### config.mk
export PLATFORM = sky130hd
export DESIGN_NAME = fw_host
export DESIGN_NICKNAME = d
export VERILOG_FILES = /design/src/rtl/fw_host_pkg.sv /design/src/rtl/fw_fifo.sv /design/src/rtl/fw_host.sv
export SDC_FILE = /design/constraint.sdc
export NUM_CORES = 1
export LEC_CHECK = 0
export BUFFER_PORTS_ARGS = -buffer_cell sky130_fd_sc_hd__buf_2
export CAP_MARGIN = 20
export CORE_MARGIN = 2
export CORE_UTILIZATION = 40
export CTS_BUF_LIST = sky130_fd_sc_hd__clkbuf_16
export DETAILED_ROUTE_END_ITERATION = 6
export PLACE_DENSITY = 0.64
export SYNTH_ARGS = -nofsm -noshare
export SYNTH_HDL_FRONTEND = slang
export SYNTH_SLANG_ARGS = --single-unit
### constraint.sdc
create_clock -name i_ref_clk -period 55.6 [get_ports i_ref_clk]
set_input_delay 5.56 -clock i_ref_clk [delete_from_list [all_inputs] [get_ports i_ref_clk]]
set_output_delay 5.56 -clock i_ref_clk [all_outputs]
set_load 0.02 [all_outputs]
### src/rtl/fw_host_pkg.sv
package fw_host_pkg;

  // ****************************************
  // bus encodings and timing counts
  // ****************************************
  localparam int           DATA_W        = 32;
  localparam int           FIFO_DEPTH    = 16;
  localparam logic [3:0]   CMD_MEM_WRITE = 4'h7;
  localparam logic [3:0]   BE_ALL_N      = 4'h0;
  localparam logic [2:0]   BLOCK_CLKS    = 3'h4;
  localparam logic [3:0]   SLOW_DEC_CLK  = 4'h5;
  localparam logic [3:0]   SYNC_LAG      = 4'h2;
  localparam logic [3:0]   TURN_CLKS     = 4'h2;
  localparam logic [31:0]  ADDR_STEP     = 32'h4;
  localparam logic [31:0]  ADDR_RST      = 32'h0;

  // ****************************************
  // types
  // ****************************************
  typedef enum logic [2:0] {
    S_IDLE,
    S_DATA,
    S_TP,
    S_REL,
    S_TURN
  } state_t;

  typedef enum logic [2:0] {
    TERM_NORMAL,
    TERM_DISC_DATA,
    TERM_DISC_NODATA,
    TERM_TGT_ABORT,
    TERM_MST_ABORT
  } term_t;

  // target-driven control pins, all active low
  typedef struct packed {
    logic devsel_n;
    logic trdy_n;
    logic stop_n;
    logic wbf_n;
  } tgt_pins_t;

  localparam tgt_pins_t PINS_IDLE = 4'hF;

endpackage
### src/rtl/fw_fifo.sv
`timescale 1ns/1ps
module fw_fifo #(
  parameter int W     = 32,
  parameter int DEPTH = 16
) (
  input  wire logic                       i_ref_clk,  // bus clock
  input  wire logic                       i_rst_n,    // synced reset
  input  wire logic [W-1:0]               i_data,     // write word
  input  wire logic                       i_valid,    // word offered
  output      logic                       o_ready,    // room for a word
  output      logic [W-1:0]               o_data,     // head word
  output      logic                       o_valid,    // head present
  input  wire logic                       i_ready,    // head taken
  output      logic [$clog2(DEPTH+1)-1:0] o_count     // words held
);
  localparam int PW = $clog2(DEPTH);
  localparam int CW = $clog2(DEPTH+1);

  typedef struct packed {
    logic [DEPTH-1:0][W-1:0] mem;
    logic [PW-1:0]           wp;
    logic [PW-1:0]           rp;
    logic [CW-1:0]           cnt;
    logic                    rdy;
  } fifo_st_t;

  fifo_st_t st_ff;
  fifo_st_t nxt_st;
  logic     push;
  logic     pop;

  assign push    = i_valid && st_ff.rdy;
  assign pop     = i_ready && (st_ff.cnt != '0);
  assign o_ready = st_ff.rdy;
  assign o_valid = (st_ff.cnt != '0);
  assign o_data  = st_ff.mem[st_ff.rp];
  assign o_count = st_ff.cnt;

  always_comb begin
    nxt_st = st_ff;
    if (push) begin
      nxt_st.mem[st_ff.wp] = i_data;
      nxt_st.wp = (st_ff.wp == PW'(DEPTH-1)) ? '0 : st_ff.wp + 1'b1;
    end
    if (pop) begin
      nxt_st.rp = (st_ff.rp == PW'(DEPTH-1)) ? '0 : st_ff.rp + 1'b1;
    end
    if (push && !pop) begin
      nxt_st.cnt = st_ff.cnt + 1'b1;
    end else if (pop && !push) begin
      nxt_st.cnt = st_ff.cnt - 1'b1;
    end
    // ready is registered so the source sees a flop, not a compare
    nxt_st.rdy = (nxt_st.cnt != CW'(DEPTH));
  end

  always_ff @(posedge i_ref_clk or negedge i_rst_n) begin
    if (!i_rst_n) begin
      st_ff     <= '0;
      st_ff.rdy <= 1'b1;
    end else begin
      st_ff <= nxt_st;
    end
  end
endmodule

### src/rtl/fw_host.sv
`timescale 1ns/1ps
module fw_host
  import fw_host_pkg::*;
#(
  parameter int DEPTH = fw_host_pkg::FIFO_DEPTH
) (
  input  wire logic                      i_ref_clk,   // 10 MHz bus clock
  input  wire logic                      i_rst_n,     // async reset
  input  wire logic [31:0]               i_addr,      // start address
  input  wire logic                      i_addr_load, // load address
  input  wire logic [31:0]               i_wr_data,   // write word
  input  wire logic                      i_wr_valid,  // word offered
  output      logic                      o_wr_ready,  // fifo has room
  input  wire fw_host_pkg::tgt_pins_t    i_tgt,       // target pins
  output      logic                      o_frame_n,   // frame level
  output      logic                      o_frame_oe_n,// frame enable
  output      logic                      o_irdy_n,    // irdy level
  output      logic                      o_irdy_oe_n, // irdy enable
  output      logic [31:0]               o_ad,        // address/data
  output      logic                      o_ad_oe_n,   // ad enable
  output      logic [3:0]                o_cbe_n,     // command/enables
  output      logic                      o_cbe_oe_n,  // cbe enable
  output      fw_host_pkg::term_t        o_term,      // how it ended
  output      logic                      o_term_valid // end pulse
);

  // ****************************************
  // state
  // ****************************************
  typedef struct packed {
    state_t     st;
    tgt_pins_t  s1;
    tgt_pins_t  s2;
    logic       frame_n;
    logic       frame_oe_n;
    logic       irdy_n;
    logic       irdy_oe_n;
    logic [31:0] ad;
    logic       ad_oe_n;
    logic [3:0] cbe_n;
    logic       cbe_oe_n;
    logic [31:0] addr;
    logic [3:0] cnt;
    logic [1:0] ign;
    logic [2:0] words;
    logic       last_blk;
    logic       dev_seen;
    term_t      term;
    logic       term_valid;
  } host_st_t;

  localparam logic [3:0] DEC_LIMIT = SLOW_DEC_CLK + SYNC_LAG;

  host_st_t   st_ff;
  host_st_t   nxt_st;
  logic [1:0] rst_sync_ff;
  logic       rst_n;
  logic [31:0] f_data;
  logic       f_valid;
  logic       f_pop;
  logic [$clog2(DEPTH+1)-1:0] f_count;
  logic       tp_live;
  logic       tp_abort;
  logic       tp_nodata;
  logic       tp_ready;
  logic       tp_mabort;
  logic       blk_end;

  // ****************************************
  // reset release
  // ****************************************
  always_ff @(posedge i_ref_clk or negedge i_rst_n) begin
    if (!i_rst_n) begin
      rst_sync_ff <= 2'h0;
    end else begin
      rst_sync_ff <= {rst_sync_ff[0], 1'b1};
    end
  end
  assign rst_n = rst_sync_ff[1];

  fw_fifo #(
    .W     (DATA_W),
    .DEPTH (DEPTH)
  ) u_fifo (
    .i_ref_clk (i_ref_clk),
    .i_rst_n   (rst_n),
    .i_data    (i_wr_data),
    .i_valid   (i_wr_valid),
    .o_ready   (o_wr_ready),
    .o_data    (f_data),
    .o_valid   (f_valid),
    .i_ready   (f_pop),
    .o_count   (f_count)
  );

  // ****************************************
  // throttle point decode on synced pins
  // ****************************************
  assign tp_live   = (st_ff.st == S_TP) && (st_ff.ign == 2'h0);
  // devsel dropped after a claim, stop low, trdy high
  assign tp_abort  = tp_live && st_ff.dev_seen && st_ff.s2.devsel_n &&
                     !st_ff.s2.stop_n && st_ff.s2.trdy_n;
  assign tp_nodata = tp_live && !tp_abort && !st_ff.s2.stop_n &&
                     st_ff.s2.trdy_n;
  assign tp_ready  = tp_live && !st_ff.s2.trdy_n;
  // never claimed by slow decode and no ready: nobody is there
  assign tp_mabort = tp_live && !st_ff.dev_seen && st_ff.s2.trdy_n &&
                     st_ff.s2.stop_n && (st_ff.cnt >= DEC_LIMIT);
  assign blk_end   = (st_ff.words == BLOCK_CLKS - 3'h1) ||
                     (f_count == 1);
  assign f_pop     = (st_ff.st == S_DATA) && f_valid;

  always_comb begin
    nxt_st            = st_ff;
    nxt_st.s1         = i_tgt;
    nxt_st.s2         = st_ff.s1;
    nxt_st.term_valid = 1'b0;
    if (st_ff.st != S_IDLE && st_ff.cnt != 4'hF) begin
      nxt_st.cnt = st_ff.cnt + 4'h1;
    end
    if (!st_ff.s2.devsel_n && st_ff.st != S_IDLE) begin
      nxt_st.dev_seen = 1'b1;
    end
    if (i_addr_load && st_ff.st == S_IDLE) begin
      nxt_st.addr = i_addr;
    end
    case (st_ff.st)
      S_IDLE: begin
        if (f_valid && st_ff.s2.wbf_n && !i_addr_load) begin
          nxt_st.st         = S_DATA;
          nxt_st.frame_n    = 1'b0;
          nxt_st.frame_oe_n = 1'b0;
          nxt_st.irdy_n     = 1'b1;
          nxt_st.irdy_oe_n  = 1'b0;
          nxt_st.ad         = st_ff.addr;
          nxt_st.ad_oe_n    = 1'b0;
          nxt_st.cbe_n      = CMD_MEM_WRITE;
          nxt_st.cbe_oe_n   = 1'b0;
          nxt_st.cnt        = 4'h0;
          nxt_st.words      = 3'h0;
          nxt_st.last_blk   = 1'b0;
          nxt_st.dev_seen   = 1'b0;
          nxt_st.term       = TERM_NORMAL;
        end
      end
      S_DATA: begin
        // data follows the address with no waitstate
        nxt_st.ad     = f_data;
        nxt_st.cbe_n  = BE_ALL_N;
        nxt_st.irdy_n = (st_ff.words != 3'h0);
        nxt_st.addr   = st_ff.addr + ADDR_STEP;
        nxt_st.words  = st_ff.words + 3'h1;
        if (blk_end) begin
          if (st_ff.last_blk) begin
            // one word: frame ends with irdy low, else with irdy high
            nxt_st.frame_n = 1'b1;
            nxt_st.st      = S_REL;
          end else begin
            nxt_st.st  = S_TP;
            nxt_st.ign = SYNC_LAG[1:0];
          end
        end
      end
      S_TP: begin
        nxt_st.irdy_n = 1'b1;
        nxt_st.cbe_n  = ~BE_ALL_N;  // short block: target sees no word here
        if (st_ff.ign != 2'h0) begin
          // drop pin samples still left over from the last point
          nxt_st.ign = st_ff.ign - 2'h1;
        end else if (tp_abort) begin
          nxt_st.term    = TERM_TGT_ABORT;
          nxt_st.frame_n = 1'b1;
          nxt_st.st      = S_REL;
        end else if (tp_nodata) begin
          nxt_st.term    = TERM_DISC_NODATA;
          nxt_st.frame_n = 1'b1;
          nxt_st.st      = S_REL;
        end else if (tp_ready) begin
          nxt_st.words = 3'h0;
          if (!st_ff.s2.stop_n) begin
            nxt_st.term     = TERM_DISC_DATA;
            nxt_st.last_blk = 1'b1;
          end
          if (!f_valid) begin
            nxt_st.frame_n = 1'b1;
            nxt_st.st      = S_REL;
          end else begin
            nxt_st.st = S_DATA;
            if (!st_ff.s2.stop_n || f_count <= BLOCK_CLKS) begin
              nxt_st.last_blk = 1'b1;
            end
          end
        end else if (tp_mabort) begin
          // words sent are lost; the fifo rest goes in a new access
          nxt_st.term    = TERM_MST_ABORT;
          nxt_st.frame_n = 1'b1;
          nxt_st.st      = S_REL;
        end
      end
      S_REL: begin
        nxt_st.frame_n    = 1'b1;
        nxt_st.frame_oe_n = 1'b1;
        nxt_st.irdy_n     = 1'b1;
        nxt_st.irdy_oe_n  = 1'b1;
        nxt_st.ad_oe_n    = 1'b1;
        nxt_st.cbe_oe_n   = 1'b1;
        nxt_st.cnt        = 4'h0;
        nxt_st.st         = S_TURN;
      end
      S_TURN: begin
        // bus looks idle a clock early; wait for stop to be let go
        if (st_ff.cnt >= TURN_CLKS && st_ff.s2.stop_n) begin
          nxt_st.term_valid = 1'b1;
          nxt_st.st         = S_IDLE;
        end
      end
      default: begin
        nxt_st.st = S_IDLE;
      end
    endcase
  end

  always_ff @(posedge i_ref_clk or negedge rst_n) begin
    if (!rst_n) begin
      st_ff            <= '0;
      st_ff.st         <= S_IDLE;
      st_ff.s1         <= PINS_IDLE;
      st_ff.s2         <= PINS_IDLE;
      st_ff.frame_n    <= 1'b1;
      st_ff.frame_oe_n <= 1'b1;
      st_ff.irdy_n     <= 1'b1;
      st_ff.irdy_oe_n  <= 1'b1;
      st_ff.ad_oe_n    <= 1'b1;
      st_ff.cbe_n      <= 4'hF;
      st_ff.cbe_oe_n   <= 1'b1;
      st_ff.addr       <= ADDR_RST;
      st_ff.term       <= TERM_NORMAL;
    end else begin
      st_ff <= nxt_st;
    end
  end

  assign o_frame_n    = st_ff.frame_n;
  assign o_frame_oe_n = st_ff.frame_oe_n;
  assign o_irdy_n     = st_ff.irdy_n;
  assign o_irdy_oe_n  = st_ff.irdy_oe_n;
  assign o_ad         = st_ff.ad;
  assign o_ad_oe_n    = st_ff.ad_oe_n;
  assign o_cbe_n      = st_ff.cbe_n;
  assign o_cbe_oe_n   = st_ff.cbe_oe_n;
  assign o_term       = st_ff.term;
  assign o_term_valid = st_ff.term_valid;
endmodule

==> reports/qor.csv <==
metric,value,unit
pwr_density_cell,60.4,nW/um^2
setup.worst_path.start_class,primary input,
maxSlewViolCount,0,
finalHoldViolations,0,
syn-cell-area,28800,um^2
regArea,15600,um^2
post_cts_hold_buffer_count,0,
cts_root_buffer,clkbuf_16,
most-common-layout-cells,"605 x dfrtp_1, 414 x mux2_2, 128 x mux4_2, 118 x buf_2, 107 x nor2_1",
postRouteWirelength,70500,um
cts_buffer_depth,3,
top_area_cells_in_the_synthesized_netlist,"dfrtp_1 53%, mux2_2 16%, mux4_2 10%",
ys_types,63,
drc,0,
multiInputGateArea,12300,um^2
worst_clock_skew,0.0261,ns
slew_hr,22.0,%
vdd.ir_drop.worst,0.0361,mV
die_w,272,um
nets,2166,
layout.cells.most_common,dfrtp_1,
postCtsSetupRepairBufs,0,
grt_max_degree,205,
placed_cells,2953,
min_path_type,flip-flop to flip-flop,
end_kind,flip-flop,
post_synth_net_total,2147,
rsz_0062_raised_after_global_routing,false,
areaGrowthSynthToFinish,11.6,%
run_status,"complete, no violations",
synth.avg_cell_area,14.0,um^2
clock_sinks,623,
design.core.area,71400,um^2
dp_hpwl,43400,um
power.leakage,14.2,nW
tritoncts,built,
final_core_util,45.1,%
dieArea,74200,um^2
timing.critical_path.to,u_fifo.st_ff[317],
setup.worst_path.start,i_wr_valid,
cts_buffers,69,
gp_congestion,0.810,
worstRegToRegCells,7,
viasPerCell,5.61,
antenna_violations_before_repair,4,
synthCells,2059,
sequential_element_share_of_the_synthesized_area,54.1,%
detailedRoute.firstPassIterationCount,5,
drive_gt1_share,38.9,%
worstPathArrival,7.80,ns
worst_hold_path.num_cells,0,
postRouteAntennaNets,0,
grt_util_all_layers,19.4,%
synth_warnings,0,
grt-ovfl-total,0,
ios,119,
num-fill-cells,6310,
die_height,272,um
std_cell_rows,98,
vias,17281,
synthDominantAreaCellType,dfrtp_1,
ys_async_sr_fraction,100,%
floorplan.initialDensity,40.4,%
worstPathMaxFanout,32,
clk_latency,0.61,ns
synth_top_area_share,52.9,%
post_layout_minimum_cycle_time,7.33,ns
ratio_of_final_minimum_period_to_clock_period,13.2,%
setup_viol,0,
post_cts_resized,0,
max_slew.worst_pin.slew,1.17,ns
placement.io_buffers,118,
worst_setup_hold_path_clk_slew,0.06,ns
max_cap_violations,0,
regToRegStartpoint,u_fifo.st_ff[6],
drt-initial-drc-count,1182,
ys_ff_latch,623,
postSynth.topFlopCell,dfrtp_1,
fmaxAchievable,136,MHz
grt_pass1_vias,18265,
htree_num_levels,3,
grt_first_pass_wirelength,111000,um
critical_path_required,56.07,ns
wl_per_instance,22.9,um
setup_slack_of_the_worst_register_to_register_path,51.68,ns
worstReg2RegEnd,o_ad[20],
timing_worst_setup_path_type,primary input to flip-flop,
layoutNonFillerInstCount,3078,
total_negative_setup_slacks,0,ns
post_synth_edffs,0,
## kinds of logic (layout without fill, tap and decap cells)
group | after synthesis | after routing | share of synthesized area [%]
xor gates and xnor gates | 9 | 9 | 0.273
DFF | 623 | 623 | 54.1
AOI/OAI and AO/OA | 179 | 179 | 4.07
adders and majority gates | 16 | 16 | 0.694
and+or+nand+nor | 305 | 305 | 4.85
muxes | 712 | 712 | 32.5
other | 1 | 2 | 0.0130
buffers and inverters | 214 | 282 | 3.45
## power breakdown
group	total (W)	switching, W	internal (W)
Sequential	0.000826	0.000163	0.000663
Clock	0.000432	0.000183	0.000249
Combinational	0.000685	0.000311	0.000374
Total	0.00194	0.000656	0.00129
## per-stage QoR
step           hold WS, ns  total power [W]  setup slack, ns  instance area (um^2)
3_3_place_gp         0.337          0.00148            47.71                 29900
6_report             0.349          0.00194            48.27                 32200
2_1_floorplan        0.331          0.00134            36.97                 28800
4_1_cts              0.350          0.00196            48.30                 32100
5_1_grt              0.354          0.00206            48.14                 32200
3_5_place_dp         0.336          0.00152            47.67                 29900
## registers in the layout, summed over array words and instances (netlist names)
register,cells
u_fifo.st_ff,520
st_ff,50
o_ad,32
u_fifo.o_count,5
nxt_st,4
o_term,3
o_cbe_n,2
rst_sync_ff,2
o_frame_n,1
o_frame_oe_n,1
o_irdy_n,1
o_term_valid,1
u_fifo.o_ready,1
## worst max-delay path, cell delays in order
cell,delay (ns)
buf_2,0.11
nand2_1,0.12
nor3b_1,0.63
nand2_2,0.80
mux2_2,0.54
## cell usage after synthesis (3+ instances only)
master	number
o31ai_1	3
buf_1	58
nand4_1	14
dfrtp_1	609
o211ai_1	7
ha_1	16
nor3_1	17
a211oi_1	41
o21ai_0	21
buf_4	44
dfstp_2	14
a31oi_1	5
nor2b_1	3
o22ai_1	11
mux4_2	128
and4_1	3
buf_2	21
nand2_1	101
nand2b_1	10
mux2i_1	69
nor2_1	107
o21ai_1	37
a311oi_1	5
mux2_2	414
inv_1	13
and3_1	7
nand3_1	19
or3_1	4
o311ai_1	4
a21oi_1	19
mux2_1	101
a21o_1	7
clkbuf_1	77
xor2_1	5
nor3b_1	4
xnor2_1	4
and2_1	3
## per-layer routing
layer | vias to the layer above | routed length, um | global-route usage, %
li1 | 7548 | - | -
met1 | 9246 | 32100 | 26.8
met2 | 386 | 33900 | 31.8
met3 | 97 | 2990 | 3.48
met4 | 4 | 1420 | 4.63
met5 | - | 22 | 0
## layout make-up
class	count	share of cell area [%]
Antenna cell	1	0.00778
Clock buffer	71	5.52
Clock inverter	49	1.05
Inverter	14	0.163
Multi-Input combinational cell	1222	38.2
Sequential cell	623	48.6
Tap cell	950	3.70
Timing Repair Buffer	148	2.80
## how the worst min path moves through the flow
stage                         startpoint  slack, ns             end
after floorplan           rst_sync_ff[0]       0.33  rst_sync_ff[1]
after global placement    rst_sync_ff[0]       0.34  rst_sync_ff[1]
after detailed placement  rst_sync_ff[0]       0.34  rst_sync_ff[1]
after CTS                 rst_sync_ff[0]       0.35  rst_sync_ff[1]
after global routing      rst_sync_ff[0]       0.35  rst_sync_ff[1]
final                     rst_sync_ff[0]       0.35  rst_sync_ff[1]
Power figures use the tool's default switching activity.
